**src/rtl/lcdsc_map.svh**
```systemverilog
// Register map, field positions, reset values and timing counts for the
// segment display control block. Assumes a 32-bit classic Wishbone slave.
`ifndef LCDSC_MAP_SVH
`define LCDSC_MAP_SVH

`define LCDSC_ADR_CMD      4'h0
`define LCDSC_ADR_CR0      4'h1
`define LCDSC_ADR_CR1      4'h2
`define LCDSC_ADR_CLKS     4'h3
`define LCDSC_ADR_SUPPLY   4'h4
`define LCDSC_ADR_BCTL     4'h5
`define LCDSC_ADR_FPEN_LO  4'h6
`define LCDSC_ADR_FPEN_HI  4'h7
`define LCDSC_ADR_MASK     4'h8

`define LCDSC_NUM_FP       41
`define LCDSC_FP_HI_W      9
`define LCDSC_NUM_BP       4

// Control register zero: enable[7], rate[5:3], low_power_waveform_select[2], duty[1:0]
`define LCDSC_CR0_EN       7
`define LCDSC_CR0_LPW      2
`define LCDSC_CR0_RST      8'h03
// Control register one: irq enable[7], wait off[1], stop off[0]
`define LCDSC_CR1_IEN      7
`define LCDSC_CR1_RST      8'h00
`define LCDSC_CLKS_RST     8'h00
// Supply: pump en[7], pms[6], hdrv[5], pump_clock_adjust[4:3], bypass[2], supply_source_select[1:0]
`define LCDSC_SUP_PUMP     7
`define LCDSC_SUP_VS1      1
`define LCDSC_SUP_RST      8'h03
`define LCDSC_BCTL_RST     8'h00
`define LCDSC_BIAS_THIRD   2'h2
`define LCDSC_DUTY_QUARTER 2'h3

// Base frame divider from the 10 MHz system clock; frame = base << rate
`define LCDSC_CLK_HZ       10000000
`define LCDSC_BASE_HZ      2560
`define LCDSC_BASE_DIV     (`LCDSC_CLK_HZ / `LCDSC_BASE_HZ)
`endif

```
**src/rtl/lcdsc_pkg.sv**
```systemverilog
// Types shared by the segment display control block.
// Assumes the map header supplies the numbers.
package lcdsc_pkg;
    typedef enum logic [1:0]
    {
        LCDSC_SUP_VDD_LL2 = 2'b00,
        LCDSC_SUP_VDD_LL3 = 2'b01,
        LCDSC_SUP_EXT_LCD = 2'b10,
        LCDSC_SUP_EXT_ALL = 2'b11
    } lcdsc_supply_t;
    typedef enum logic [1:0]
    {
        LCDSC_PH_IDLE  = 2'b00,
        LCDSC_PH_FIRST = 2'b01,
        LCDSC_PH_SECND = 2'b10
    } lcdsc_phase_t;
endpackage

```
**src/rtl/lcdsc_framer.sv**
```systemverilog
// Frame and sub-frame tick generator.
// Assumes one system clock; frame length set by the rate field.
`timescale 1ns/1ns
`default_nettype none
`include "lcdsc_map.svh"
module lcdsc_framer
    import lcdsc_pkg::*;
(
    input  wire logic       clk_i,
    input  wire logic       rst_n_i,
    input  wire logic       run_i,
    input  wire logic [2:0] rate_i,
    input  wire logic       low_power_waveform_select_i,
    output logic            event_o,
    output logic            phase_o
);
    logic [22:0]  cnt_r;
    logic [22:0]  cnt_nxt;
    lcdsc_phase_t ph_r;
    lcdsc_phase_t ph_nxt;
    logic         ev_nxt;
    logic [22:0]  half_len;

    // Half frame; a whole frame is two halves in either waveform
    assign half_len = 23'((`LCDSC_BASE_DIV / 2) << rate_i);
    assign phase_o  = (ph_r == LCDSC_PH_SECND);

    always_comb
    begin
        cnt_nxt = cnt_r;
        ph_nxt  = ph_r;
        ev_nxt  = 1'b0;
        case (ph_r)
            LCDSC_PH_IDLE:
            begin
                cnt_nxt = 23'h0;
                if (run_i)
                    ph_nxt = LCDSC_PH_FIRST;
            end
            LCDSC_PH_FIRST:
            begin
                cnt_nxt = cnt_r + 23'h1;
                if (cnt_r >= half_len - 23'h1)
                begin
                    cnt_nxt = 23'h0;
                    ph_nxt  = LCDSC_PH_SECND;
                    ev_nxt  = low_power_waveform_select_i;
                end
            end
            LCDSC_PH_SECND:
            begin
                cnt_nxt = cnt_r + 23'h1;
                if (cnt_r >= half_len - 23'h1)
                begin
                    cnt_nxt = 23'h0;
                    ph_nxt  = LCDSC_PH_FIRST;
                    // frame end, same length both modes
                    ev_nxt  = 1'b1;
                end
            end
            default:
                ph_nxt = LCDSC_PH_IDLE;
        endcase
        if (!run_i)
        begin
            ph_nxt  = LCDSC_PH_IDLE;
            cnt_nxt = 23'h0;
            ev_nxt  = 1'b0;
        end
    end

    always_ff @(posedge clk_i)
    begin
        if (!rst_n_i)
        begin
            cnt_r   <= 23'h0;
            ph_r    <= LCDSC_PH_IDLE;
            event_o <= 1'b0;
        end
        else
        begin
            cnt_r   <= cnt_nxt;
            ph_r    <= ph_nxt;
            event_o <= ev_nxt;
        end
    end

    frame_gap_a: assert property (@(posedge clk_i) disable iff (!rst_n_i)
        event_o && !low_power_waveform_select_i |=> !event_o [*8])
        else $error("frame events too close");
endmodule
`default_nettype wire

```
**src/rtl/lcdsc_top.sv**
```systemverilog
// Segment display control: registers, frame event flag, interrupt and
// electrode driver enables. Assumes a classic Wishbone master on CLK_SYS_I.
//
// The implementer's own choices: the Wishbone interface to the registers and the register addresses.
`timescale 1ns/1ns
`default_nettype none
`include "lcdsc_map.svh"
module lcdsc_top
    import lcdsc_pkg::*;
(
    input  wire logic        CLK_SYS_I,
    input  wire logic        RST_N_I,
    input  wire logic        WB_CYC_I,
    input  wire logic        WB_STB_I,
    input  wire logic        WB_WE_I,
    input  wire logic [5:0]  WB_ADR_I,
    input  wire logic [3:0]  WB_SEL_I,
    input  wire logic [31:0] WB_DAT_I,
    output logic      [31:0] WB_DAT_O,
    output logic             WB_ACK_O,
    output logic             IRQ_O,
    output logic [40:0]      FP_OE_O,
    output logic [40:0]      FP_LVL_O,
    output logic [3:0]       BP_OE_O,
    output logic [3:0]       BP_LVL_O,
    output logic             INT_SUPPLY_O,
    output logic             PUMP_EN_O,
    output logic [1:0]       BIAS_O,
    output logic [1:0]       DUTY_O
);
    logic [7:0]  cr0_r, cr0_nxt;
    logic [7:0]  cr1_r, cr1_nxt;
    logic [7:0]  clks_r, clks_nxt;
    logic [7:0]  sup_r, sup_nxt;
    logic [7:0]  bctl_r, bctl_nxt;
    logic [40:0] fpen_r, fpen_nxt;
    logic        flag_r, flag_nxt;
    logic        mask_r, mask_nxt;
    logic        ack_nxt;
    logic [31:0] dat_nxt;
    logic        irq_nxt;
    logic        req;
    logic        wr;
    logic [3:0]  idx;
    logic        frame_ev;
    logic        phase;
    logic        enabled;
    logic [40:0] fp_oe_nxt;
    logic [40:0] fp_lvl_nxt;
    logic [22:0] half_len;
    logic [22:0] exp_len;
    logic [22:0] gap_r, gap_nxt;
    logic        seen_r, seen_nxt;

    // Words are aligned; low two address bits are ignored
    assign idx     = WB_ADR_I[5:2];
    assign req     = WB_CYC_I && WB_STB_I && !WB_ACK_O;
    assign wr      = req && WB_WE_I && WB_SEL_I[0];
    assign enabled = cr0_r[`LCDSC_CR0_EN];

    lcdsc_framer u_framer
    (
        .clk_i    (CLK_SYS_I),
        .rst_n_i  (RST_N_I),
        .run_i    (enabled),
        .rate_i   (cr0_r[5:3]),
        .low_power_waveform_select_i (cr0_r[`LCDSC_CR0_LPW]),
        .event_o  (frame_ev),
        .phase_o  (phase)
    );

    // =====================================================
    // Register writes
    always_comb
    begin
        cr0_nxt  = cr0_r;
        cr1_nxt  = cr1_r;
        clks_nxt = clks_r;
        sup_nxt  = sup_r;
        bctl_nxt = bctl_r;
        fpen_nxt = fpen_r;
        mask_nxt = mask_r;
        flag_nxt = flag_r;
        if (wr)
        begin
            if (idx == `LCDSC_ADR_CMD)
            begin
                if (WB_DAT_I[0])
                    flag_nxt = 1'b0;
            end
            else if (idx == `LCDSC_ADR_CR0)
                cr0_nxt = WB_DAT_I[7:0];
            else if (idx == `LCDSC_ADR_CR1)
            begin
                cr1_nxt  = WB_DAT_I[7:0];
                mask_nxt = WB_DAT_I[`LCDSC_CR1_IEN];
            end
            else if (idx == `LCDSC_ADR_CLKS)
                clks_nxt = WB_DAT_I[7:0];
            else if (idx == `LCDSC_ADR_SUPPLY)
                sup_nxt = WB_DAT_I[7:0];
            else if (idx == `LCDSC_ADR_BCTL)
                bctl_nxt = WB_DAT_I[7:0];
            else if (idx == `LCDSC_ADR_FPEN_LO)
                fpen_nxt[31:0] = WB_DAT_I;
            else if (idx == `LCDSC_ADR_FPEN_HI)
                fpen_nxt[40:32] = WB_DAT_I[`LCDSC_FP_HI_W-1:0];
            else if (idx == `LCDSC_ADR_MASK)
            begin
                mask_nxt = WB_DAT_I[0];
                cr1_nxt[`LCDSC_CR1_IEN] = WB_DAT_I[0];
            end
        end
        // a new event wins over a clear
        if (frame_ev)
            flag_nxt = 1'b1;
    end

    // =====================================================
    // Read mux and acknowledge
    always_comb
    begin
        dat_nxt = 32'h0;
        ack_nxt = req;
        if (idx == `LCDSC_ADR_CMD)
            dat_nxt = {31'h0, flag_r};
        else if (idx == `LCDSC_ADR_CR0)
            dat_nxt = {24'h0, cr0_r};
        else if (idx == `LCDSC_ADR_CR1)
            dat_nxt = {24'h0, cr1_r};
        else if (idx == `LCDSC_ADR_CLKS)
            dat_nxt = {24'h0, clks_r};
        else if (idx == `LCDSC_ADR_SUPPLY)
            dat_nxt = {24'h0, sup_r};
        else if (idx == `LCDSC_ADR_BCTL)
            dat_nxt = {24'h0, bctl_r};
        else if (idx == `LCDSC_ADR_FPEN_LO)
            dat_nxt = fpen_r[31:0];
        else if (idx == `LCDSC_ADR_FPEN_HI)
            dat_nxt = {23'h0, fpen_r[40:32]};
        else if (idx == `LCDSC_ADR_MASK)
            dat_nxt = {31'h0, mask_r};
        if (!req)
            dat_nxt = 32'h0;
        irq_nxt = flag_nxt && mask_nxt;
    end

    // =====================================================
    // Electrode drive
    genvar g;
    generate
        for (g = 0; g < `LCDSC_NUM_FP; g = g + 1)
        begin : g_fp
            assign fp_oe_nxt[g]  = enabled && fpen_r[g];
            assign fp_lvl_nxt[g] = fp_oe_nxt[g] && (phase ^ 1'(g % 2));
        end
    endgenerate

    always_ff @(posedge CLK_SYS_I)
    begin
        if (!RST_N_I)
        begin
            cr0_r        <= `LCDSC_CR0_RST;
            cr1_r        <= `LCDSC_CR1_RST;
            clks_r       <= `LCDSC_CLKS_RST;
            sup_r        <= `LCDSC_SUP_RST;
            bctl_r       <= `LCDSC_BCTL_RST;
            fpen_r       <= 41'h0;
            flag_r       <= 1'b0;
            mask_r       <= 1'b0;
            WB_ACK_O     <= 1'b0;
            WB_DAT_O     <= 32'h0;
            IRQ_O        <= 1'b0;
            FP_OE_O      <= 41'h0;
            FP_LVL_O     <= 41'h0;
            BP_OE_O      <= 4'h0;
            BP_LVL_O     <= 4'h0;
            INT_SUPPLY_O <= 1'b0;
            PUMP_EN_O    <= 1'b0;
            BIAS_O       <= `LCDSC_BIAS_THIRD;
            DUTY_O       <= `LCDSC_DUTY_QUARTER;
        end
        else
        begin
            cr0_r        <= cr0_nxt;
            cr1_r        <= cr1_nxt;
            clks_r       <= clks_nxt;
            sup_r        <= sup_nxt;
            bctl_r       <= bctl_nxt;
            fpen_r       <= fpen_nxt;
            flag_r       <= flag_nxt;
            mask_r       <= mask_nxt;
            WB_ACK_O     <= ack_nxt;
            WB_DAT_O     <= dat_nxt;
            IRQ_O        <= irq_nxt;
            FP_OE_O      <= fp_oe_nxt;
            FP_LVL_O     <= fp_lvl_nxt;
            BP_OE_O      <= {`LCDSC_NUM_BP{enabled}};
            BP_LVL_O     <= {`LCDSC_NUM_BP{enabled && phase}};
            // internal only for codes 00 and 01
            INT_SUPPLY_O <= !sup_r[`LCDSC_SUP_VS1];
            PUMP_EN_O    <= sup_r[`LCDSC_SUP_PUMP];
            BIAS_O       <= `LCDSC_BIAS_THIRD;
            DUTY_O       <= cr0_r[1:0];
        end
    end

    // =====================================================
    // Frame length monitor
    // Counts cycles between events; a write to control zero restarts the
    // measurement, since a frame in flight would then mix two settings.
    // Helper state only, read by the checks below and nothing else.
    always_comb
    begin
        half_len = 23'((`LCDSC_BASE_DIV / 2) << cr0_r[5:3]);
        exp_len  = {half_len[21:0], 1'b0};
        if (cr0_r[`LCDSC_CR0_LPW])
            exp_len = half_len;
        gap_nxt  = gap_r + 23'h1;
        seen_nxt = seen_r;
        if (frame_ev)
        begin
            gap_nxt  = 23'h1;
            seen_nxt = 1'b1;
        end
        if (!enabled || (wr && idx == `LCDSC_ADR_CR0))
        begin
            gap_nxt  = 23'h0;
            seen_nxt = 1'b0;
        end
    end

    always_ff @(posedge CLK_SYS_I)
    begin
        if (!RST_N_I)
        begin
            gap_r  <= 23'h0;
            seen_r <= 1'b0;
        end
        else
        begin
            gap_r  <= gap_nxt;
            seen_r <= seen_nxt;
        end
    end

    // =====================================================
    // Checks
    supply_sel_a: assert property (@(posedge CLK_SYS_I) disable iff (!RST_N_I)
        ##1 INT_SUPPLY_O == !$past(sup_r[`LCDSC_SUP_VS1]))
        else $error("supply source mismatch");
    ext_supply_a: assert property (@(posedge CLK_SYS_I) disable iff (!RST_N_I)
        sup_r[`LCDSC_SUP_VS1] ##1 sup_r[`LCDSC_SUP_VS1] |-> !INT_SUPPLY_O)
        else $error("external supply drew core");
    hiz_off_a: assert property (@(posedge CLK_SYS_I) disable iff (!RST_N_I)
        !enabled ##1 !enabled |-> FP_OE_O == 41'h0 && BP_OE_O == 4'h0)
        else $error("drivers on while disabled");
    reset_def_a: assert property (@(posedge CLK_SYS_I)
        !RST_N_I |=> DUTY_O == `LCDSC_DUTY_QUARTER && BIAS_O == `LCDSC_BIAS_THIRD)
        else $error("reset duty or bias wrong");
    fp_clear_a: assert property (@(posedge CLK_SYS_I)
        !RST_N_I |=> fpen_r == 41'h0)
        else $error("frontplane enables survive reset");
    reset_fields_a: assert property (@(posedge CLK_SYS_I)
        !RST_N_I |=> sup_r == `LCDSC_SUP_RST && bctl_r == `LCDSC_BCTL_RST
                     && cr0_r == `LCDSC_CR0_RST)
        else $error("fields not at reset value");
    flag_set_a: assert property (@(posedge CLK_SYS_I) disable iff (!RST_N_I)
        frame_ev |=> flag_r)
        else $error("event did not set flag");
    flag_hold_a: assert property (@(posedge CLK_SYS_I) disable iff (!RST_N_I)
        flag_r && !(wr && idx == `LCDSC_ADR_CMD && WB_DAT_I[0]) |=> flag_r)
        else $error("flag dropped without clear");
    irq_level_a: assert property (@(posedge CLK_SYS_I) disable iff (!RST_N_I)
        IRQ_O == (flag_r && cr1_r[`LCDSC_CR1_IEN]))
        else $error("irq not flag and enable");
    fp_drive_a: assert property (@(posedge CLK_SYS_I) disable iff (!RST_N_I)
        ##1 FP_OE_O == ($past(fpen_r) & {41{$past(enabled)}}))
        else $error("frontplane enable mismatch");
    clear_race_a: assert property (@(posedge CLK_SYS_I) disable iff (!RST_N_I)
        frame_ev && wr && idx == `LCDSC_ADR_CMD |=> flag_r)
        else $error("event lost to clear");
    frame_len_a: assert property (@(posedge CLK_SYS_I) disable iff (!RST_N_I)
        frame_ev && seen_r |-> gap_r == exp_len)
        else $error("frame or sub-frame length wrong");
    lvl_undriven_a: assert property (@(posedge CLK_SYS_I) disable iff (!RST_N_I)
        (FP_LVL_O & ~FP_OE_O) == 41'h0 && (BP_LVL_O & ~BP_OE_O) == 4'h0)
        else $error("level on undriven electrode");
    clear_works_a: assert property (@(posedge CLK_SYS_I) disable iff (!RST_N_I)
        wr && idx == `LCDSC_ADR_CMD && WB_DAT_I[0] && !frame_ev |=> !flag_r)
        else $error("write one did not clear flag");
    ev_idle_a: assert property (@(posedge CLK_SYS_I) disable iff (!RST_N_I)
        !enabled ##1 !enabled |-> !frame_ev)
        else $error("event while display disabled");

    irq_seen_c: cover property (@(posedge CLK_SYS_I) IRQ_O);
    lp_event_c: cover property (@(posedge CLK_SYS_I)
        frame_ev && cr0_r[`LCDSC_CR0_LPW]);
    clear_c: cover property (@(posedge CLK_SYS_I) flag_r ##1 !flag_r);
    race_c: cover property (@(posedge CLK_SYS_I)
        frame_ev && wr && idx == `LCDSC_ADR_CMD);
endmodule
`default_nettype wire

```
**config.mk**
```make
export PLATFORM = sky130hd
export DESIGN_NAME = lcdsc_top
export DESIGN_NICKNAME = d
export VERILOG_FILES = /design/src/rtl/lcdsc_pkg.sv /design/src/rtl/lcdsc_framer.sv /design/src/rtl/lcdsc_top.sv
export VERILOG_INCLUDE_DIRS = /design/src /design/src/rtl
export SDC_FILE = /design/constraint.sdc
export NUM_CORES = 1
export LEC_CHECK = 0
export ABC_AREA = 0
export BUFFER_PORTS_ARGS = -buffer_cell sky130_fd_sc_hd__buf_2
export CAP_MARGIN = 25
export CORE_UTILIZATION = 54
export DETAILED_ROUTE_END_ITERATION = 6
export PLACE_DENSITY_LB_ADDON = 0.15
export REMOVE_ABC_BUFFERS = 1
export SLEW_MARGIN = 5
export SYNTH_ARGS = -nofsm -noshare
export SYNTH_HDL_FRONTEND = slang
export SYNTH_HIERARCHICAL = 1
export SYNTH_SLANG_ARGS = --single-unit
```
**constraint.sdc**
```tcl
create_clock -name CLK_SYS_I -period 4.8 [get_ports CLK_SYS_I]
set_input_delay 0.48 -clock CLK_SYS_I [delete_from_list [all_inputs] [get_ports CLK_SYS_I]]
set_output_delay 0.48 -clock CLK_SYS_I [all_outputs]
set_load 0.1 [all_outputs]
```
==> metrics <==
Mapped Area ~9000 um2; CP endpoint kind flip-flop; post-CTS setup buffer count 0; final worst slack roughly 1100 ps; commonest non-fill, non-tap cell in the layout dfxtp_1; skew final 13.3 ps; total CTS buffers 24; RSZ-0062 raised after global routing false; CP Data Arrival Time about 4000 ps; Worst Setup Start Kind flip-flop; Fmax achieved between 0.2 and 0.3 GHz; clk_lat worst skew about 520 ps; max cap viols 0; GRT Total Usage between 20% and 30%; Via-to-Cell Ratio roughly 5.4; Max-slew headroom between 40% and 50%; crit path max fanout 16; vias in the first global route 6351; register clock-pin slew on the reported worst setup and hold paths ~60 ps; syn_area_per_cell approximately 9.7 um2; I/O Buffers about 170; initial DRC count around 480; hold-fix buffer count after cts 0; DR WL/cell roughly 16 um; Initial Util 56.1%; Synth Flop Type dfxtp_1; post-layout min period about 3700 ps; Die Footprint about 17000 um2; Area Overhead vs Synth 18.2%; DRC 0; Placed Instances 1250; ys async rst share 0%; EDFF count, synth 0; dpl ws ~1100 ps; Die Wd 131 um; Post-DRT Antenna Nets 0; first-pass GRT wire length around 33000 um; FP Rows 46; setup violators final 0; total wire length ~20000 um; pin count of the biggest net entering global routing 97; Ys Warns 6; clk sink count about 230; global placement routability congestion 0.876; Synth Register Bits ~230; fillers between 1000 and 1500; number of detailed-route iterations in the first pass 5; antenna violations before repair 1; Netlist cell types 65; status finished clean; Setup TNS 0 ps; commonest non-fill, non-tap cells in the layout dfxtp_1, buf_2, nand2_1; core area about 16000 um2; Clock Root Buffer clkbuf_16; critical path class reg -> reg; hold crit path type in -> reg; register area share after synthesis around half; CTS H-tree depth 1; Final Hold Violating Endpoints 0; TritonCTS clock tree built; P per Cell Area 357 nW/um2; total power between 0.003 and 0.004 W; Worst EP required between 5000 and 6000 ps; Worst VDD drop around 250 uV; period utilization roughly three quarters; share of cells above drive strength 1 about 23%; post-layout util between 60% and 70%; vias post-DR ~7000; nets around 1100; post_cts resized 0; Post-Syn Instances between 900 and 1000; hpwl dp about 14000 um; fin cells between 1000 and 1500; R2R Setup Slk roughly 1100 ps; Max Root-Sink Buffers 3; Worst-Margin Slew 855 ps; Ports 177; grt ovf 0; Pleak 4.57 nW; Slew Limit Fails 0; Die Ht approximately 130 um
[stage by stage]
stage	cell area, um2	hold slack (ps)
2_1_floorplan	8700	409
3_3_place_gp	9890	439
3_5_place_dp	9890	438
4_1_cts	10600	192
5_1_grt	10700	200
6_report	10700	210
[flip-flops by register name, summed over array words and instances, names as in the netlist, 2 cells and up]
signal / cells
clks_r: 8
DUTY_O: 2
FP_LVL_O: 41
bctl_r: 8
FP_OE_O: 41
u_framer/cnt_r: 23
cr1_r: 8
sup_r: 8
cr0_r: 8
u_framer/ph_r: 2
fpen_r: 41
WB_DAT_O: 32
[cell families after synthesis]
group                    count (synthesis)  synth area share (%)
multiplexers                            42                  5.65
AND/OR/NAND/NOR                        398                  24.6
XOR/XNOR                                 4                 0.389
AO/OA/AOI/OAI                          145                  10.6
adder cells (fa/ha/maj)                 25                  3.47
other                                    3                 0.125
buffers and inverters                   77                  3.82
flip-flops                             231                  51.3
[cell usage after synthesis, types with 2 or more instances]
master    count  area share [%]
o211ai_1      2            0.17
or2_2         4            0.28
nand4b_1      2            0.19
conb_1        3            0.12
and3_1       47             3.3
clkbuf_1     45             1.9
o21a_1        3            0.25
nand3_1      32             1.8
and2_1       77             5.3
or3_1         3            0.21
and4_1        4            0.39
nor2_1       13            0.54
o221a_2       7            0.88
nor3_1        8            0.44
nand2b_1      7            0.49
inv_1        10            0.42
nor3b_1       2            0.17
o21ai_0      29             1.6
mux2i_1      34             3.8
buf_4        10            0.83
dfxtp_1     231              51
a21oi_1      29             1.6
a211oi_1      2            0.17
and3b_1       3            0.29
or4_1         9            0.75
nor2b_1      36             2.5
mux4_2        7             1.7
o21ai_1       8            0.44
a21boi_0     32             2.7
o31ai_1       4            0.33
nor4_1        7            0.49
nand4_1       7            0.49
nor4_4        2            0.47
nand2_1     122             5.1
a21o_1        7            0.58
nand3b_1      3            0.25
ha_1         25             3.5
buf_1         3            0.12
a31oi_1      10            0.69
buf_2         8            0.44
xnor2_1       4            0.39
[cell type report]
cell class / instances / area (um2) / area share, %
Clock inverter: 7 / 87.6 / 0.822
Tap cell: 216 / 270 / 2.54
Timing Repair Buffer: 176 / 901 / 8.46
Multi-Input combinational cell: 617 / 4050 / 38.1
Antenna cell: 1 / 2.50 / 0.0235
Clock buffer: 33 / 674 / 6.33
Sequential cell: 231 / 4620 / 43.4
Inverter: 10 / 37.5 / 0.352
[worst paths after layout]
path	startpoint	end	depth (start not counted)
setup / recovery	cr0_r[3]$_SDFFE_PN0P_	u_framer/cnt_r[3]$_SDFFE_PN0P_	12
hold / removal	WB_DAT_I[17]	fpen_r[17]$_SDFFE_PN0P_	3
hold reg to reg	sup_r[1]$_SDFFE_PN1P_	INT_SUPPLY_O$_SDFF_PN0_	1
setup reg to reg	cr0_r[3]$_SDFFE_PN0P_	u_framer/cnt_r[3]$_SDFFE_PN0P_	12
[per-layer routing]
metal	wire length (um)	up-vias	GRT usage, %
met5	0	-	0
met3	990	27	3.55
li1	-	3466	-
met2	9890	178	39.8
met4	319	0	6.14
met1	9200	3297	31.3
[worst max-delay path, cell delays in order, from the launching register on]
cell and delay (ps):
dfxtp_1 450, or3_1 490, ha_1 280, nor3_1 200, a21oi_1 60, o21a_1 200, ha_1 290, a21oi_1 140
o21ai_0 90, o211ai_1 350, nand4_1 360, or4_1 550, a31oi_1 160
[power by group]
group	switching [W]	internal (W)
registers	0.00000147	0.00192
logic	0.0000796	0.0000370
clock network	0.000725	0.00104
total	0.000806	0.00299
(Power assumes the default switching activity.)
